$ cat src/design/irxc_regs.svh
// Register offsets, field positions, reset values and timing for irxc
`ifndef IRXC_REGS_SVH
`define IRXC_REGS_SVH
`define IRXC_OFF_CFG1 12'h000
`define IRXC_OFF_CFG2 12'h004
`define IRXC_OFF_CFG3 12'h008
`define IRXC_OFF_CFG4 12'h00c
`define IRXC_OFF_MODE 12'h010
`define IRXC_CFG1_PULSE 7
`define IRXC_CFG1_ID3 3
`define IRXC_CFG4_AUTO 7
`define IRXC_CFG4_SPLIT 6
`define IRXC_CFG4_SEL0DIR 5
`define IRXC_CFG4_INV 4
`define IRXC_CFG4_UPDIR 3
`define IRXC_RST_CFG 8'h00
`define IRXC_CFG4_MASK 8'hf8
`define IRXC_CFG23_MASK 8'h77
`define IRXC_CLK_HZ 25000000
`define IRXC_PULSE_US 64
`define IRXC_PULSE_CYC ((`IRXC_PULSE_US * `IRXC_CLK_HZ) / 1000000)
`endif

$ cat src/design/irxc_pkg.sv
// Types for the infrared transceiver configuration block
package irxc_pkg;
  typedef enum logic [2:0] {
    IRXC_UART, IRXC_SHARP, IRXC_SIR, IRXC_MIR, IRXC_FIR, IRXC_CEIR
  } irxc_mode_type;
  typedef struct packed {
    logic [2:0] oe;
    logic [2:0] out;
  } irxc_pins_type;
endpackage

$ cat src/design/irxc_top.sv
// Infrared transceiver configuration block with APB register slave
//
// Overview of operation
// (RL1) Upper select pins as inputs: bits read pin levels, writes discarded.
// (RL2) Upper pins output, auto on: bits drive pins only in amplitude-shift mode.
// (RL3) Upper pins output, auto off: bits drive pins in every mode.
// (RL4) Identification bit 3 reads the id input pin; writes ignored.
// (RL5) Auto on, SIR mode: SIR field drives three select pins.
// (RL6) Writing 1 to pulse bit forces transmit high ~64 us, then self-clears.
// (RL7) Each further write of 1 restarts the pulse timer.
// (RL8) Software must not stretch the pulse beyond 64 us; LED damage.
// (RL9) Writing 0 to the pulse bit changes nothing.
// (RL10) Auto on, MIR mode: MIR field drives the select pins.
// (RL11) Auto on, FIR mode: FIR field drives the select pins.
// (RL12) Auto on, remote mode, low band: low-band field drives pins.
// (RL13) Auto on, remote mode, high band: high-band field drives pins.
// (RL14) Mode fields do nothing when auto off or pins are inputs.
// (RL15) Upper direction bit: 0 inputs, 1 outputs.
// (RL16) Receive invert bit inserts inversion in the receive path.
// (RL17) Select0 direction bit: 0 input, 1 output.
// (RL18) Split bit: 0 one common receive input, 1 separate inputs.
// (RL19) Auto bit enables mode-dependent driving of select pins.
// (RL20) Receive input is A, or alternate B/C chosen by aux or speed.
// (RL21) Receive path register resets to all zeros.
// (RL22) After reset select pins are inputs and transmit is low.
// (RL23) Auto on, UART mode: output select pins driven low.
// (RL24) Bit 0 serves select pin 0 like the upper bits.
// (RL25) Subcarrier bit: 0 low band, 1 high band; picks remote field.
// (RL26) Pulse timed by counting clock cycles derived from clock rate.
`timescale 1ns/1ns
`include "irxc_regs.svh"
module irxc_top
  import irxc_pkg::*;
#(
  parameter int PULSE_CYC = `IRXC_PULSE_CYC
) (
  input wire logic pclk,
  input wire logic presetn,
  input wire logic psel,
  input wire logic penable,
  input wire logic pwrite,
  input wire logic [11:0] paddr,
  input wire logic [31:0] pwdata,
  output logic [31:0] prdata,
  output logic pready,
  output logic pslverr,
  input wire logic [2:0] xcvr_select_pins_in,
  output logic [2:0] xcvr_select_pins_out,
  output logic [2:0] xcvr_select_pins_oe,
  input wire logic id_input3_pin,
  input wire logic receive_input_a,
  input wire logic receive_input_c,
  output logic ir_transmit_out,
  output logic ir_receive_data
);
  ////////////////////////////////////////////////////////////////////////////
  // Synchronisers for pins
  logic [2:0] sel_s1_r, sel_s2_r;
  logic id3_s1_r, id3_s2_r;
  logic [1:0] rx_s1_r, rx_s2_r;
  always_ff @(posedge pclk or negedge presetn) begin
    if (!presetn) begin
      sel_s1_r <= 3'h0;
      sel_s2_r <= 3'h0;
      id3_s1_r <= 1'b0;
      id3_s2_r <= 1'b0;
      rx_s1_r <= 2'h0;
      rx_s2_r <= 2'h0;
    end else begin
      sel_s1_r <= xcvr_select_pins_in;
      sel_s2_r <= sel_s1_r;
      id3_s1_r <= id_input3_pin;
      id3_s2_r <= id3_s1_r;
      rx_s1_r <= {receive_input_c, receive_input_a};
      rx_s2_r <= rx_s1_r;
    end
  end

  ////////////////////////////////////////////////////////////////////////////
  // Registers
  logic [2:0] id_ctl_r;
  logic [2:0] low_speed_sir_cfg_r;
  logic [2:0] medium_speed_cfg_r, fast_speed_cfg_r;
  logic [2:0] remote_low_band_cfg_r, remote_high_band_cfg_r;
  logic [7:0] receive_path_config_r;
  logic [2:0] mode_r;
  logic rx_subcarrier_range_r, aux_receive_select_r;
  logic pulse_r;
  logic [31:0] pulse_cnt_r;

  // Writes land only at edges where pready is high; a request held past pready
  // sees it rise again every second cycle, and re-arms the pulse or stores again
  wire logic wr_en = psel & penable & pwrite & pready;
  wire logic rd_en = psel & penable & ~pwrite;
  wire logic hit1 = (paddr == `IRXC_OFF_CFG1);
  wire logic hit2 = (paddr == `IRXC_OFF_CFG2);
  wire logic hit3 = (paddr == `IRXC_OFF_CFG3);
  wire logic hit4 = (paddr == `IRXC_OFF_CFG4);
  wire logic hit5 = (paddr == `IRXC_OFF_MODE);
  wire logic mapped = hit1 | hit2 | hit3 | hit4 | hit5;

  wire logic auto_xcvr_cfg_en = receive_path_config_r[`IRXC_CFG4_AUTO];
  wire logic receive_input_split = receive_path_config_r[`IRXC_CFG4_SPLIT];
  wire logic select0_dir = receive_path_config_r[`IRXC_CFG4_SEL0DIR];
  wire logic receive_invert = receive_path_config_r[`IRXC_CFG4_INV];
  wire logic upper_select_dir = receive_path_config_r[`IRXC_CFG4_UPDIR];
  irxc_mode_type mode_w;
  assign mode_w = irxc_mode_type'(mode_r);
  wire logic high_speed_mode_active =
    (mode_w == IRXC_MIR) | (mode_w == IRXC_FIR);
  wire logic pulse_set = wr_en & hit1 & pwdata[`IRXC_CFG1_PULSE];

  // Pulse timer; a write of 1 reloads, a write of 0 is ignored
  always_ff @(posedge pclk or negedge presetn) begin
    if (!presetn) begin
      pulse_r <= 1'b0; // [RL22]
      pulse_cnt_r <= 32'h0;
    end else if (pulse_set) begin
      pulse_r <= 1'b1; // [RL6] [RL7] [RL9]
      pulse_cnt_r <= 32'(PULSE_CYC - 1); // [RL26]
    end else if (pulse_r) begin
      if (pulse_cnt_r == 32'h0) begin
        pulse_r <= 1'b0; // [RL6]
      end else begin
        pulse_cnt_r <= pulse_cnt_r - 32'h1;
      end
    end
  end

  always_ff @(posedge pclk or negedge presetn) begin
    if (!presetn) begin
      id_ctl_r <= 3'h0;
      low_speed_sir_cfg_r <= 3'h0;
      medium_speed_cfg_r <= 3'h0;
      fast_speed_cfg_r <= 3'h0;
      remote_low_band_cfg_r <= 3'h0;
      remote_high_band_cfg_r <= 3'h0;
      receive_path_config_r <= `IRXC_RST_CFG; // [RL21]
      mode_r <= 3'h0;
      rx_subcarrier_range_r <= 1'b0;
      aux_receive_select_r <= 1'b0;
    end else if (wr_en) begin
      if (hit1) begin
        // Writes land only where the pin is an output [RL1] [RL24]
        if (upper_select_dir) id_ctl_r[2:1] <= pwdata[2:1];
        if (select0_dir) id_ctl_r[0] <= pwdata[0];
        low_speed_sir_cfg_r <= pwdata[6:4];
      end else if (hit2) begin
        medium_speed_cfg_r <= pwdata[2:0];
        fast_speed_cfg_r <= pwdata[6:4];
      end else if (hit3) begin
        remote_low_band_cfg_r <= pwdata[2:0];
        remote_high_band_cfg_r <= pwdata[6:4];
      end else if (hit4) begin
        receive_path_config_r <= pwdata[7:0] & `IRXC_CFG4_MASK;
      end else if (hit5) begin
        mode_r <= pwdata[2:0];
        rx_subcarrier_range_r <= pwdata[4];
        aux_receive_select_r <= pwdata[5];
      end
    end
  end

  ////////////////////////////////////////////////////////////////////////////
  // Select pin drive
  logic [2:0] auto_val;
  logic auto_drive;
  always_comb begin
    auto_drive = 1'b1;
    case (mode_w)
      IRXC_SHARP: auto_val = id_ctl_r; // [RL2] [RL24]
      IRXC_SIR: auto_val = low_speed_sir_cfg_r; // [RL5]
      IRXC_MIR: auto_val = medium_speed_cfg_r; // [RL10]
      IRXC_FIR: auto_val = fast_speed_cfg_r; // [RL11]
      IRXC_CEIR: auto_val = rx_subcarrier_range_r ?
        remote_high_band_cfg_r : remote_low_band_cfg_r; // [RL12] [RL13] [RL25]
      default: auto_val = 3'h0; // [RL23]
    endcase
  end
  // Auto off drives the id bits directly; fields unused then [RL3] [RL14]
  wire logic [2:0] pin_val = auto_xcvr_cfg_en ? auto_val : id_ctl_r; // [RL19]
  wire logic [2:0] pin_oe = {upper_select_dir, upper_select_dir,
    select0_dir}; // [RL15] [RL17]

  // Receive path selection and inversion
  wire logic use_alt = receive_input_split ? high_speed_mode_active
    : aux_receive_select_r; // [RL18] [RL20]
  wire logic alt_in = select0_dir ? rx_s2_r[1] : sel_s2_r[0]; // [RL20]
  wire logic rx_sel = use_alt ? alt_in : rx_s2_r[0];

  logic [7:0] rd_byte;
  always_comb begin
    if (hit1) begin
      rd_byte = {1'b0, low_speed_sir_cfg_r, id3_s2_r, // [RL4]
        upper_select_dir ? id_ctl_r[2:1] : sel_s2_r[2:1],
        select0_dir ? id_ctl_r[0] : sel_s2_r[0]}; // [RL1] [RL24]
    end else if (hit2) begin
      rd_byte = {1'b0, fast_speed_cfg_r, 1'b0, medium_speed_cfg_r};
    end else if (hit3) begin
      rd_byte = {1'b0, remote_high_band_cfg_r, 1'b0, remote_low_band_cfg_r};
    end else if (hit4) begin
      rd_byte = receive_path_config_r;
    end else if (hit5) begin
      rd_byte = {2'h0, aux_receive_select_r, rx_subcarrier_range_r,
        1'b0, mode_r};
    end else begin
      rd_byte = 8'h00;
    end
  end

  ////////////////////////////////////////////////////////////////////////////
  // Registered outputs
  always_ff @(posedge pclk or negedge presetn) begin
    if (!presetn) begin
      prdata <= 32'h0;
      pready <= 1'b0;
      pslverr <= 1'b0;
      xcvr_select_pins_out <= 3'h0;
      xcvr_select_pins_oe <= 3'h0; // [RL22]
      ir_transmit_out <= 1'b0;
      ir_receive_data <= 1'b0;
    end else begin
      // One wait state: pready rises in the second access cycle
      pready <= psel & penable & ~pready;
      pslverr <= psel & penable & ~pready & ~mapped;
      prdata <= (rd_en & ~pready) ? {24'h0, rd_byte} : 32'h0;
      xcvr_select_pins_out <= pin_val;
      xcvr_select_pins_oe <= pin_oe;
      ir_transmit_out <= pulse_r; // [RL6]
      ir_receive_data <= rx_sel ^ receive_invert; // [RL16]
    end
  end
endmodule // irxc_top

$ cat config.mk
export PLATFORM = sky130hd
export DESIGN_NAME = irxc_top
export DESIGN_NICKNAME = d
export VERILOG_FILES = /design/src/design/irxc_pkg.sv /design/src/design/irxc_top.sv
export VERILOG_INCLUDE_DIRS = /design/src /design/src/design
export SDC_FILE = /design/constraint.sdc
export NUM_CORES = 1
export LEC_CHECK = 0
export BUFFER_PORTS_ARGS = -buffer_cell sky130_fd_sc_hd__buf_2
export CAP_MARGIN = 25
export CORE_MARGIN = 3
export CORE_UTILIZATION = 40
export CTS_BUF_LIST = sky130_fd_sc_hd__clkbuf_8
export DETAILED_ROUTE_END_ITERATION = 7
export GPL_ROUTABILITY_DRIVEN = 0
export SYNTH_ARGS = -nofsm -noshare
export SYNTH_HDL_FRONTEND = slang
export SYNTH_SLANG_ARGS = --single-unit
$ cat constraint.sdc
create_clock -name pclk -period 3.1 [get_ports pclk]
set_input_delay 0.31 -clock pclk [delete_from_list [all_inputs] [get_ports pclk]]
set_output_delay 0.31 -clock pclk [all_outputs]
set_load 0.03 [all_outputs]
==> results of run 1 <==
==> final cells by class <==
type                    count  area [µm²]
fillers                   996        5670
flip-flops and latches     90        2250
multi-input cells         305        1950
repair buffers             55         308
well taps                 136         170
clock buffers               9         124
clock inverters             7        53.8
inverters                   7        26.3
==> power groups by stage <==
stage,logic [mW],registers (mW),clock network [mW]
2_1_floorplan,0.100,1.22,0
3_3_place_gp,0.146,1.22,0
3_5_place_dp,0.148,1.22,0
4_1_cts,0.148,1.20,0.759
5_1_grt,0.165,1.20,0.802
6_report,0.146,1.20,0.733
==> path summary, 6_finish.rpt <==
path | to | cells after the start | start
setup / recovery | pulse_cnt_r[2] | 5 | pulse_cnt_r[17]
hold / removal | pulse_cnt_r[24] | 1 | presetn
setup reg to reg | pulse_cnt_r[2] | 5 | pulse_cnt_r[17]
hold reg to reg | sel_s2_r[0] | 0 | sel_s1_r[0]
max in group asynchronous | pslverr | 2 | presetn
min in group pclk | rx_s1_r[0] | 1 | receive_input_a
==> metrics by stage <==
step | utilization, % | hold slack [ns]
finish | 46.3 | 0.000527
global route | 46.3 | 0.0230
CTS | 46.3 | 0.0206
detailed placement | 44.6 | 0.336
global placement | 44.6 | 0.332
floorplan | - | 0.0144
==> critical path, cell delays in order, from the launching register on <==
cell,delay [ns]
dfrtp_1,0.45
or4_1,0.65
or4_4,0.57
o31a_1,0.43
a211oi_2,0.25
nor2_1,0.07
==> Yosys cell counts (2+ instances only) <==
| master | n | area share, % |
|---|---|---|
| a31oi_1 | 2 | 0.28 |
| nor2_1 | 30 | 2.5 |
| clkbuf_1 | 16 | 1.4 |
| inv_1 | 7 | 0.59 |
| nor4_1 | 5 | 0.71 |
| buf_2 | 2 | 0.23 |
| o311ai_0 | 2 | 0.40 |
| o21ai_1 | 3 | 0.34 |
| o211ai_1 | 8 | 1.4 |
| nand3_1 | 6 | 0.68 |
| a2111oi_0 | 4 | 0.79 |
| nor3_1 | 13 | 1.5 |
| buf_6 | 2 | 0.51 |
| xnor2_1 | 3 | 0.59 |
| nand4_1 | 4 | 0.57 |
| nand2_1 | 30 | 2.5 |
| a22oi_1 | 4 | 0.68 |
| o22ai_1 | 2 | 0.28 |
| or2_2 | 2 | 0.28 |
| a21oi_1 | 20 | 2.3 |
| o31ai_1 | 7 | 1.2 |
| xor2_1 | 4 | 0.79 |
| nor3b_1 | 3 | 0.51 |
| nand4b_1 | 2 | 0.40 |
| o21ai_0 | 22 | 2.5 |
| or4_1 | 13 | 2.2 |
| mux2_2 | 27 | 6.9 |
| dfrtp_1 | 90 | 51 |
| o21a_1 | 3 | 0.51 |
| and4_1 | 4 | 0.79 |
| or3_1 | 13 | 1.8 |
| and2_1 | 3 | 0.42 |
| mux2i_1 | 10 | 2.3 |
| and3_1 | 7 | 0.99 |
| o31a_1 | 2 | 0.40 |
| nand2b_1 | 8 | 1.1 |
| buf_4 | 25 | 4.2 |
==> cell usage in the layout (no fill, tap or decap), types with 8 or more instances in the layout <==
cell,synthesis,final
nand2_1,30,30
o21ai_0,22,22
dfrtp_1,90,90
mux2_2,27,27
conb_1,1,24
or4_1,13,13
o211ai_1,8,8
nor3_1,13,13
buf_2,2,47
nor2_1,30,30
nand2b_1,8,8
or3_1,13,13
clkbuf_8,0,9
a21oi_1,20,20
mux2i_1,10,10
==> routing by layer <==
metal,part of all wire [%],vias to the layer above,track usage [%]
li1,-,1600,-
met1,50,1625,24.6
met2,43,114,24.0
met3,6.4,12,3.77
met4,1.0,2,5.84
met5,0.071,-,0
==> cell families (layout without fill, tap and decap cells) <==
logic type,Yosys count,after routing,synth area share (%)
buffers and inverters,52,78,6.93
muxes,38,38,9.64
AOI/OAI and AO/OA,88,88,12.9
DFF,90,90,50.9
adders and majority gates,1,1,0.283
other,1,24,0.0847
and+or+nand+nor,147,147,17.8
xor gates and xnor gates,7,7,1.39
==> flip-flops by register name (all words and copies together), names as in the netlist, 2 cells and up <==
| register | count |
|---|---|
| sel_s1_r | 3 |
| remote_low_band_cfg_r | 3 |
| id_ctl_r | 3 |
| remote_high_band_cfg_r | 3 |
| rx_s2_r | 2 |
| rx_s1_r | 2 |
| pulse_cnt_r | 32 |
| sel_s2_r | 3 |
| xcvr_select_pins_oe | 2 |
| fast_speed_cfg_r | 3 |
| prdata | 8 |
| mode_r | 3 |
| receive_path_config_r | 5 |
| xcvr_select_pins_out | 3 |
| low_speed_sir_cfg_r | 3 |
| medium_speed_cfg_r | 3 |
==> flow_summary_export.csv, run 1 <==
group,metric,value,unit
sta,skew,0.0116,ns
floorplanning,die_width,111,µm
clock_network,h-tree-depth,3,
clock_network,cts_setup_buffers,0,
power,vdd_ir_drop_max,234,µV
finish,area_growth,10.4,%
floorplanning,initial_core_util,41.9,%
sta,finalSetupViolations,0,
sta,drv_slew,0,
routing,drt_wl_total,9820,µm
power,total_power,2.08,mW
place,placed_area,4710,µm²
synth,synth_flop_cell,"dfrtp_1",
sta,rsz0062_at_grt,"false",
power,power.share.combinational,7.0,%
synth,synth_cell_types,53,
sta,min_period,2.52,ns
clock_network,clock_latency,0.37,ns
worst_setup_path,path_class,"reg2reg",
min_path,hold_class,"in2async",
floorplanning,dieArea,12400,µm²
clock_network,cts_tree,"done",
global_route,antenna_found_initial,1,
status,status,"finished clean",
worst_setup_path,reg2reg_slack,0.58,ns
power,pwr_density_cell,425,nW/µm²
routing,via_per_inst,5.51,
global_route,grt_overflow_total,0,
sta,worst_pin_slew,0.772,ns
synth,synth-edff-count,0,
sta,hold_viol,0,
sta,relSlewSlack,48.5,%
synth,async_reset_ff_share,100,%
routing,wl_per_cell,16.1,µm
worst_setup_path,worst_setup_path_end_kind,"flip-flop",
global_route,grt_pass1_vias,3286,
sta,min_period_over_period,81.3,%
clock_network,cts_hold_buf,0,
finish,nNetsFinal,524,
routing,vias,3353,
synth,yosys_warnings,0,
clock_network,clkSinkCount,90,
floorplanning,core-area,10600,µm²
synth,syn-instance-count,424,
place,port_buffers,48,
finish,stdcell_area,4890,µm²
synth,synth_seq_cells,90,
global_route,grt_pass1_wl,16700,µm
power,p_switching,553,µW
place,dp_hpwl,6960,µm
power,switching_share,26.6,%
synth,syn_area,4430,µm²
routing,drc,0,
place,placed_cells,593,
sta,setup_slack,0.580,ns
floorplanning,rows,37,
synth,post_synth.cell_area_avg,10.4,µm²
worst_setup_path,crit_required,3.36,ns
sta,max_clock_freq,397,MHz
routing,ant_nets,0,
finish,n_antenna_cell,0,
worst_setup_path,arrival,2.78,ns
place,pre_cts_ws,0.562,ns
finish,fin_cells,609,
power,p_leak,2.05,nW
synth,yosysSeqAreaShare,50.9,%
worst_setup_path,cp_max_fo,9,
clock_network,clkTransAtPathRegs,0.09,ns
worst_setup_path,start_kind,"flip-flop",
floorplanning,dieHeight,111,µm
global_route,grtUsageTotal,16.7,%
power,clock_power_share,35.3,%
floorplanning,ios,97,
clock_network,clock_path_buffers,2,
routing,first_pass_iters,4,
power,p_seq_share,57.7,%
sta,fin_tns_setup,0,ns
power,p_int,1.53,mW
finish,drive_gt1_share,22.2,%
routing,drt_iter0_drc,219,
clock_network,clockRootBuffer,"clkbuf_8",
run,drv_cap,0,
clock_network,numCtsBuffers,9,
global_route,grt_max_degree,61,
clock_network,postCtsResizedCells,0,
No activity file was read; power rests on OpenSTA's default activity.
==> inputs of run 2 (changes only) <==
==> constraint.sdc (replaced) <==
create_clock -name pclk -period 2.4 [get_ports pclk]
set_input_delay 0.24 -clock pclk [delete_from_list [all_inputs] [get_ports pclk]]
set_output_delay 0.24 -clock pclk [all_outputs]
set_load 0.03 [all_outputs]
==> run 2 against run 1 <==
  * Clock power rose by 46%
  * Die area did not move
  * Final area rose by 6.4%
  * Sequential power rose by 29%
  * Non-clock buffer count rose by 33
  * Setup slack got worse by 0.53 ns
  * Via count rose by 3.6%
  * Largest cell class unchanged
  * Highest routed layer unchanged
==> flow_summary_export.csv, run 2 (synthesized netlist as in run 1, its figures left out) <==
group,metric,value,unit
sta,max_clock_freq,426,MHz
finish,n_antenna_cell,0,
worst_setup_path,reg2reg_depth,5,
finish,reg.largest.list,"pulse_cnt_r x32, prdata x8, receive_path_config_r x5",
place,port_buffers,48,
finish,largest_reg_flops,32,
floorplanning,dieHeight,111,µm
finish,layout_common_cells,"dfrtp_1 (90), buf_2 (47), buf_4 (33), nand2_1 (30), nor2_1 (29)",
worst_setup_path,cpMaxStageDelayCell,"or4_4",
sta,holdWs,0.113,ns
finish,layout_commonest_cell,"dfrtp_1",
routing,via_per_inst,5.42,
worst_setup_path,start_kind,"flip-flop",
finish,n_fill_cell,984,
clock_network,clockRootBuffer,"clkbuf_8",
sta,min_period,2.35,ns
clock_network,clock_latency,0.37,ns
place,dp_hpwl,7280,µm
finish,regMostFlops,"pulse_cnt_r",
status,status,"finished clean",
worst_setup_path,worstReg2RegStart,"pulse_cnt_r[20]",
floorplanning,core-area,10600,µm²
min_path,hold_end,"remote_low_band_cfg_r[0]",
sta,worst_pin_slew,0.582,ns
global_route,antenna_found_initial,1,
global_route,grt_max_degree,47,
power,p_leak,2.20,nW
clock_network,clkTransAtPathRegs,0.09,ns
floorplanning,dieArea,12400,µm²
floorplanning,rows,37,
floorplanning,die_width,111,µm
sta,finalSetupViolations,0,
worst_setup_path,worst_setup_path_end_kind,"flip-flop",
place,placed_area,4890,µm²
routing,ant_nets,0,
sta,drv_slew,0,
min_path,worstHoldStart,"pwdata[0]",
clock_network,h-tree-depth,3,
finish,area_growth,17.5,%
finish,fin_cells,641,
routing,vias,3473,
worst_setup_path,slowest_delay,0.59,ns
power,pwr_density_cell,543,nW/µm²
worst_setup_path,r2r_end,"pulse_cnt_r[2]",
routing,drt_wl_total,10100,µm
global_route,grt_pass1_vias,3336,
sta,relSlewSlack,61.2,%
clock_network,clkSinkCount,90,
finish,multi_input_area,1980,µm²
routing,drc,0,
worst_setup_path,cp_max_fo,9,
global_route,grt_overflow_total,0,
worst_setup_path,cp_cell_sequence,"or4_4 > or4_4 > o31a_1 > and4_1 > nor2_1",
finish,regArea,2250,µm²
min_path,whs_path_depth,3,
worst_setup_path,arrival,2.65,ns
power,total_power,2.82,mW
sta,hold_viol,0,
finish,nNetsFinal,557,
global_route,grt_pass1_wl,17000,µm
power,vdd_ir_drop_max,314,µV
worst_setup_path,crit_required,2.70,ns
run,drv_cap,0,
finish,drive_gt1_share,27.1,%
sta,setup_slack,0.0537,ns
worst_setup_path,path_class,"reg2reg",
clock_network,clock_path_buffers,2,
sta,min_period_over_period,97.8,%
global_route,grtUsageTotal,16.8,%
clock_network,numCtsBuffers,9,
sta,skew,0.0124,ns
min_path,hold_class,"in2reg",
routing,drt_iter0_drc,211,
place,pre_cts_ws,-0.0231,ns
worst_setup_path,path_common_cell,"or4_4",
routing,first_pass_iters,5,
sta,rsz0062_at_grt,"true",
place,placed_cells,617,
routing,wl_per_cell,15.8,µm
clock_network,cts_tree,"done",
floorplanning,ios,97,
worst_setup_path,reg2reg_slack,0.05,ns
floorplanning,initial_core_util,41.9,%
finish,stdcell_area,5200,µm²
run 2: cell types whose count changed in the layout (fill, tap and decap cells not counted), moves of 2 or more:
cell,before,now
buf_4,7,33
clkinv_2,2,0
clkinv_4,3,0
clkinvlp_4,0,3
dlygate4sd3_1,0,7
inv_6,2,0
or4_1,13,11
or4_4,1,3
run 2: area by class of cell:
class,instances,area share (%)
clock inverter,5,1.23
inverter,7,0.505
sequential,90,43.3
tap,136,3.27
clock buffer,10,2.65
multi-input combinational,305,38.0
timing repair buffer,88,11.0
run 2: timing repair:
action / in CTS / in global routing
resized for setup: 2 / 5
hold buffers: 7 / 0
endpoints found under the hold margin: 50 / 0
pin swaps: 1 / 3
buffers inserted: 1 / 1
endpoints found under the setup margin: 11 / 12
run 2: per-stage QoR:
step | util, % | setup TNS (ns)
detailed placement | 46.3 | -0.112
floorplan | - | -0.0238
CTS | 49.1 | 0
finish | 49.3 | 0
global placement | 46.3 | 0
global route | 49.3 | -0.0766
run 2: critical path, delay by kind of cell, from the launching register on:
| family | cells | cell delay [ns] |
|---|---|---|
| AOI/OAI and AO/OA | 1 | 0.39 |
| DFF | 1 | 0.40 |
| and+or+nand+nor | 4 | 1.48 |
run 2: layer usage:
| layer | track usage (%) | vias to the layer above | share of wire (%) |
|---|---|---|---|
| met2 | 24.3 | 121 | 43 |
| met1 | 24.5 | 1683 | 49 |
| met5 | 0 | - | 0.13 |
| met3 | 6.11 | 10 | 7.1 |
| met4 | 3.16 | 2 | 0.81 |
| li1 | - | 1657 | - |
run 2: worst max path at each step:
stage                               start              end  cells past startpoint
final                     pulse_cnt_r[20]   pulse_cnt_r[2]                      5
after global placement    pulse_cnt_r[20]  pulse_cnt_r[12]                      6
after CTS                 pulse_cnt_r[15]  pulse_cnt_r[29]                      7
after detailed placement  pulse_cnt_r[20]  pulse_cnt_r[16]                      6
after floorplan           pulse_cnt_r[17]  pulse_cnt_r[27]                      7
after global routing       pulse_cnt_r[0]  pulse_cnt_r[26]                      8
run 2: power breakdown:
part | total, mW | internal [mW] | leakage (nW) | switching [mW]
registers | 1.55 | 1.54 | 1.08 | 0.0135
logic | 0.207 | 0.0644 | 1.03 | 0.142
clock network | 1.07 | 0.511 | 0.0925 | 0.555
total | 2.82 | 2.11 | 2.20 | 0.711
==> inputs of run 3 (changes only) <==
--- a/config.mk
+++ b/config.mk
@@ -8,7 +8,7 @@
 export LEC_CHECK = 0
 export BUFFER_PORTS_ARGS = -buffer_cell sky130_fd_sc_hd__buf_2
 export CAP_MARGIN = 25
-export CORE_MARGIN = 3
+export CORE_MARGIN = 8
 export CORE_UTILIZATION = 40
 export CTS_BUF_LIST = sky130_fd_sc_hd__clkbuf_8
 export DETAILED_ROUTE_END_ITERATION = 7
==> run 3 against run 2 <==
  * Maximum frequency is 1.3% higher
  * First-iteration DRC count is 0.95% lower
  * Cell count is 0.47% higher
  * Largest power group unchanged
==> flow_summary_export.csv, run 3 (synthesized netlist as in run 1, its figures left out) <==
group,metric,value,unit
sta,finalSetupViolations,0,
power,total_power,2.93,mW
clock_network,cts_tree,"done",
worst_setup_path,path_common_cell,"or4_4",
place,placed_area,4850,µm²
routing,drt_wl_total,10500,µm
floorplanning,rows,38,
finish,regMostFlops,"pulse_cnt_r",
worst_setup_path,cpMaxStageDelayCell,"or4_4",
global_route,antenna_found_initial,1,
floorplanning,dieHeight,121,µm
sta,holdWs,0.100,ns
finish,largest_reg_flops,32,
routing,wl_per_cell,16.3,µm
min_path,hold_end,"receive_path_config_r[3]",
min_path,worstHoldStart,"pwdata[3]",
routing,via_per_inst,5.40,
sta,worst_pin_slew,0.593,ns
finish,layout_common_cells,"dfrtp_1 (90), buf_2 (47), nand2_1 (30), buf_4 (30), nor2_1 (29)",
floorplanning,initial_core_util,40.8,%
sta,setup_slack,0.0836,ns
worst_setup_path,crit_required,2.65,ns
sta,skew,0.0153,ns
worst_setup_path,start_kind,"flip-flop",
sta,min_period,2.32,ns
clock_network,clockRootBuffer,"clkbuf_8",
global_route,grtUsageTotal,14.5,%
worst_setup_path,cp_max_fo,7,
place,port_buffers,48,
clock_network,clock_path_buffers,2,
place,dp_hpwl,7220,µm
worst_setup_path,path_class,"reg2reg",
clock_network,clkTransAtPathRegs,0.09,ns
worst_setup_path,r2r_end,"pulse_cnt_r[10]",
worst_setup_path,worstReg2RegStart,"pulse_cnt_r[17]",
worst_setup_path,slowest_delay,0.59,ns
global_route,grt_max_degree,91,
finish,final_core_util,48.0,%
place,pre_cts_ws,0.00188,ns
routing,first_pass_iters,5,
floorplanning,core-area,10800,µm²
routing,drc,0,
sta,fin_tns_setup,0,ns
worst_setup_path,cp_cell_sequence,"or4_4 > or4_4 > o31a_1 > a21oi_1 > o21ai_1",
sta,min_period_over_period,96.5,%
floorplanning,die_width,121,µm
power,p_leak,2.20,nW
worst_setup_path,arrival,2.57,ns
finish,layout_commonest_cell,"dfrtp_1",
clock_network,clock_latency,0.37,ns
worst_setup_path,reg2reg_depth,5,
worst_setup_path,reg2reg_slack,0.08,ns
place,placed_cells,615,
finish,fin_cells,644,
routing,drt_iter0_drc,209,
finish,area_growth,17.6,%
global_route,grt_pass1_vias,3266,
min_path,hold_class,"in2reg",
clock_network,h-tree-depth,3,
run,drv_cap,0,
global_route,grt_overflow_total,0,
routing,vias,3480,
finish,drive_gt1_share,26.2,%
worst_setup_path,worst_setup_path_end_kind,"flip-flop",
clock_network,numCtsBuffers,9,
floorplanning,ios,97,
floorplanning,dieArea,14700,µm²
min_path,whs_path_depth,2,
routing,ant_nets,0,
sta,drv_slew,0,
finish,nNetsFinal,555,
sta,max_clock_freq,432,MHz
power,pwr_density_cell,562,nW/µm²
finish,reg.largest.list,"pulse_cnt_r x32, prdata x8, receive_path_config_r x5",
sta,rsz0062_at_grt,"false",
finish,stdcell_area,5200,µm²
status,status,"finished clean",
sta,hold_viol,0,
power,vdd_ir_drop_max,264,µV
finish,n_antenna_cell,0,
global_route,grt_pass1_wl,17000,µm
clock_network,clkSinkCount,90,
sta,relSlewSlack,60.4,%
[run 3: what timing repair did]
item                                   in CTS  in global routing
hold buffers                                7                  0
setup endpoints to repair                   0                 24
resized for setup                           0                  6
endpoints found under the hold margin      96                  0
buffers inserted                            0                  5
[run 3: power by group]
part | total [mW] | internal [mW] | switching (mW)
clock | 1.18 | 0.593 | 0.582
sequential | 1.55 | 1.54 | 0.0136
combinational | 0.204 | 0.0619 | 0.142
total | 2.93 | 2.19 | 0.738
[run 3: cell type report]
cell class,instances,area (µm²)
repair buffers,85,551
inverters,7,26.3
clock inverters,7,100
clock buffers,9,124
multi-input cells,306,1980
well taps,140,175
flip-flops and latches,90,2250
fillers,1013,5640
[run 3: worst max-delay path: cells and delay by family (launching register included)]
family	cells	cell delay [ns]
compound gates	3	0.67
flops	1	0.38
simple gates	2	1.15
[run 3: layer usage]
| metal | global-route usage, % | vias up | part of all wire (%) |
|---|---|---|---|
| li1 | - | 1659 | - |
| met1 | 20.4 | 1690 | 47 |
| met2 | 20.4 | 117 | 44 |
| met3 | 4.51 | 12 | 8.1 |
| met4 | 5.47 | 2 | 1.3 |
| met5 | 0 | - | 0.12 |
[run 3: worst max path at each step]
stage,startpoint,slack [ns],endpoint,cells past startpoint
after global routing,pulse_cnt_r[19],0.0006,pulse_cnt_r[9],5
after global placement,pulse_cnt_r[20],0.03,pulse_cnt_r[2],5
after detailed placement,pulse_cnt_r[20],0.002,pulse_cnt_r[2],5
after CTS,pulse_cnt_r[20],0.003,pulse_cnt_r[4],5
final,pulse_cnt_r[17],0.08,pulse_cnt_r[10],5
after floorplan,pulse_cnt_r[17],-0.01,pulse_cnt_r[27],7
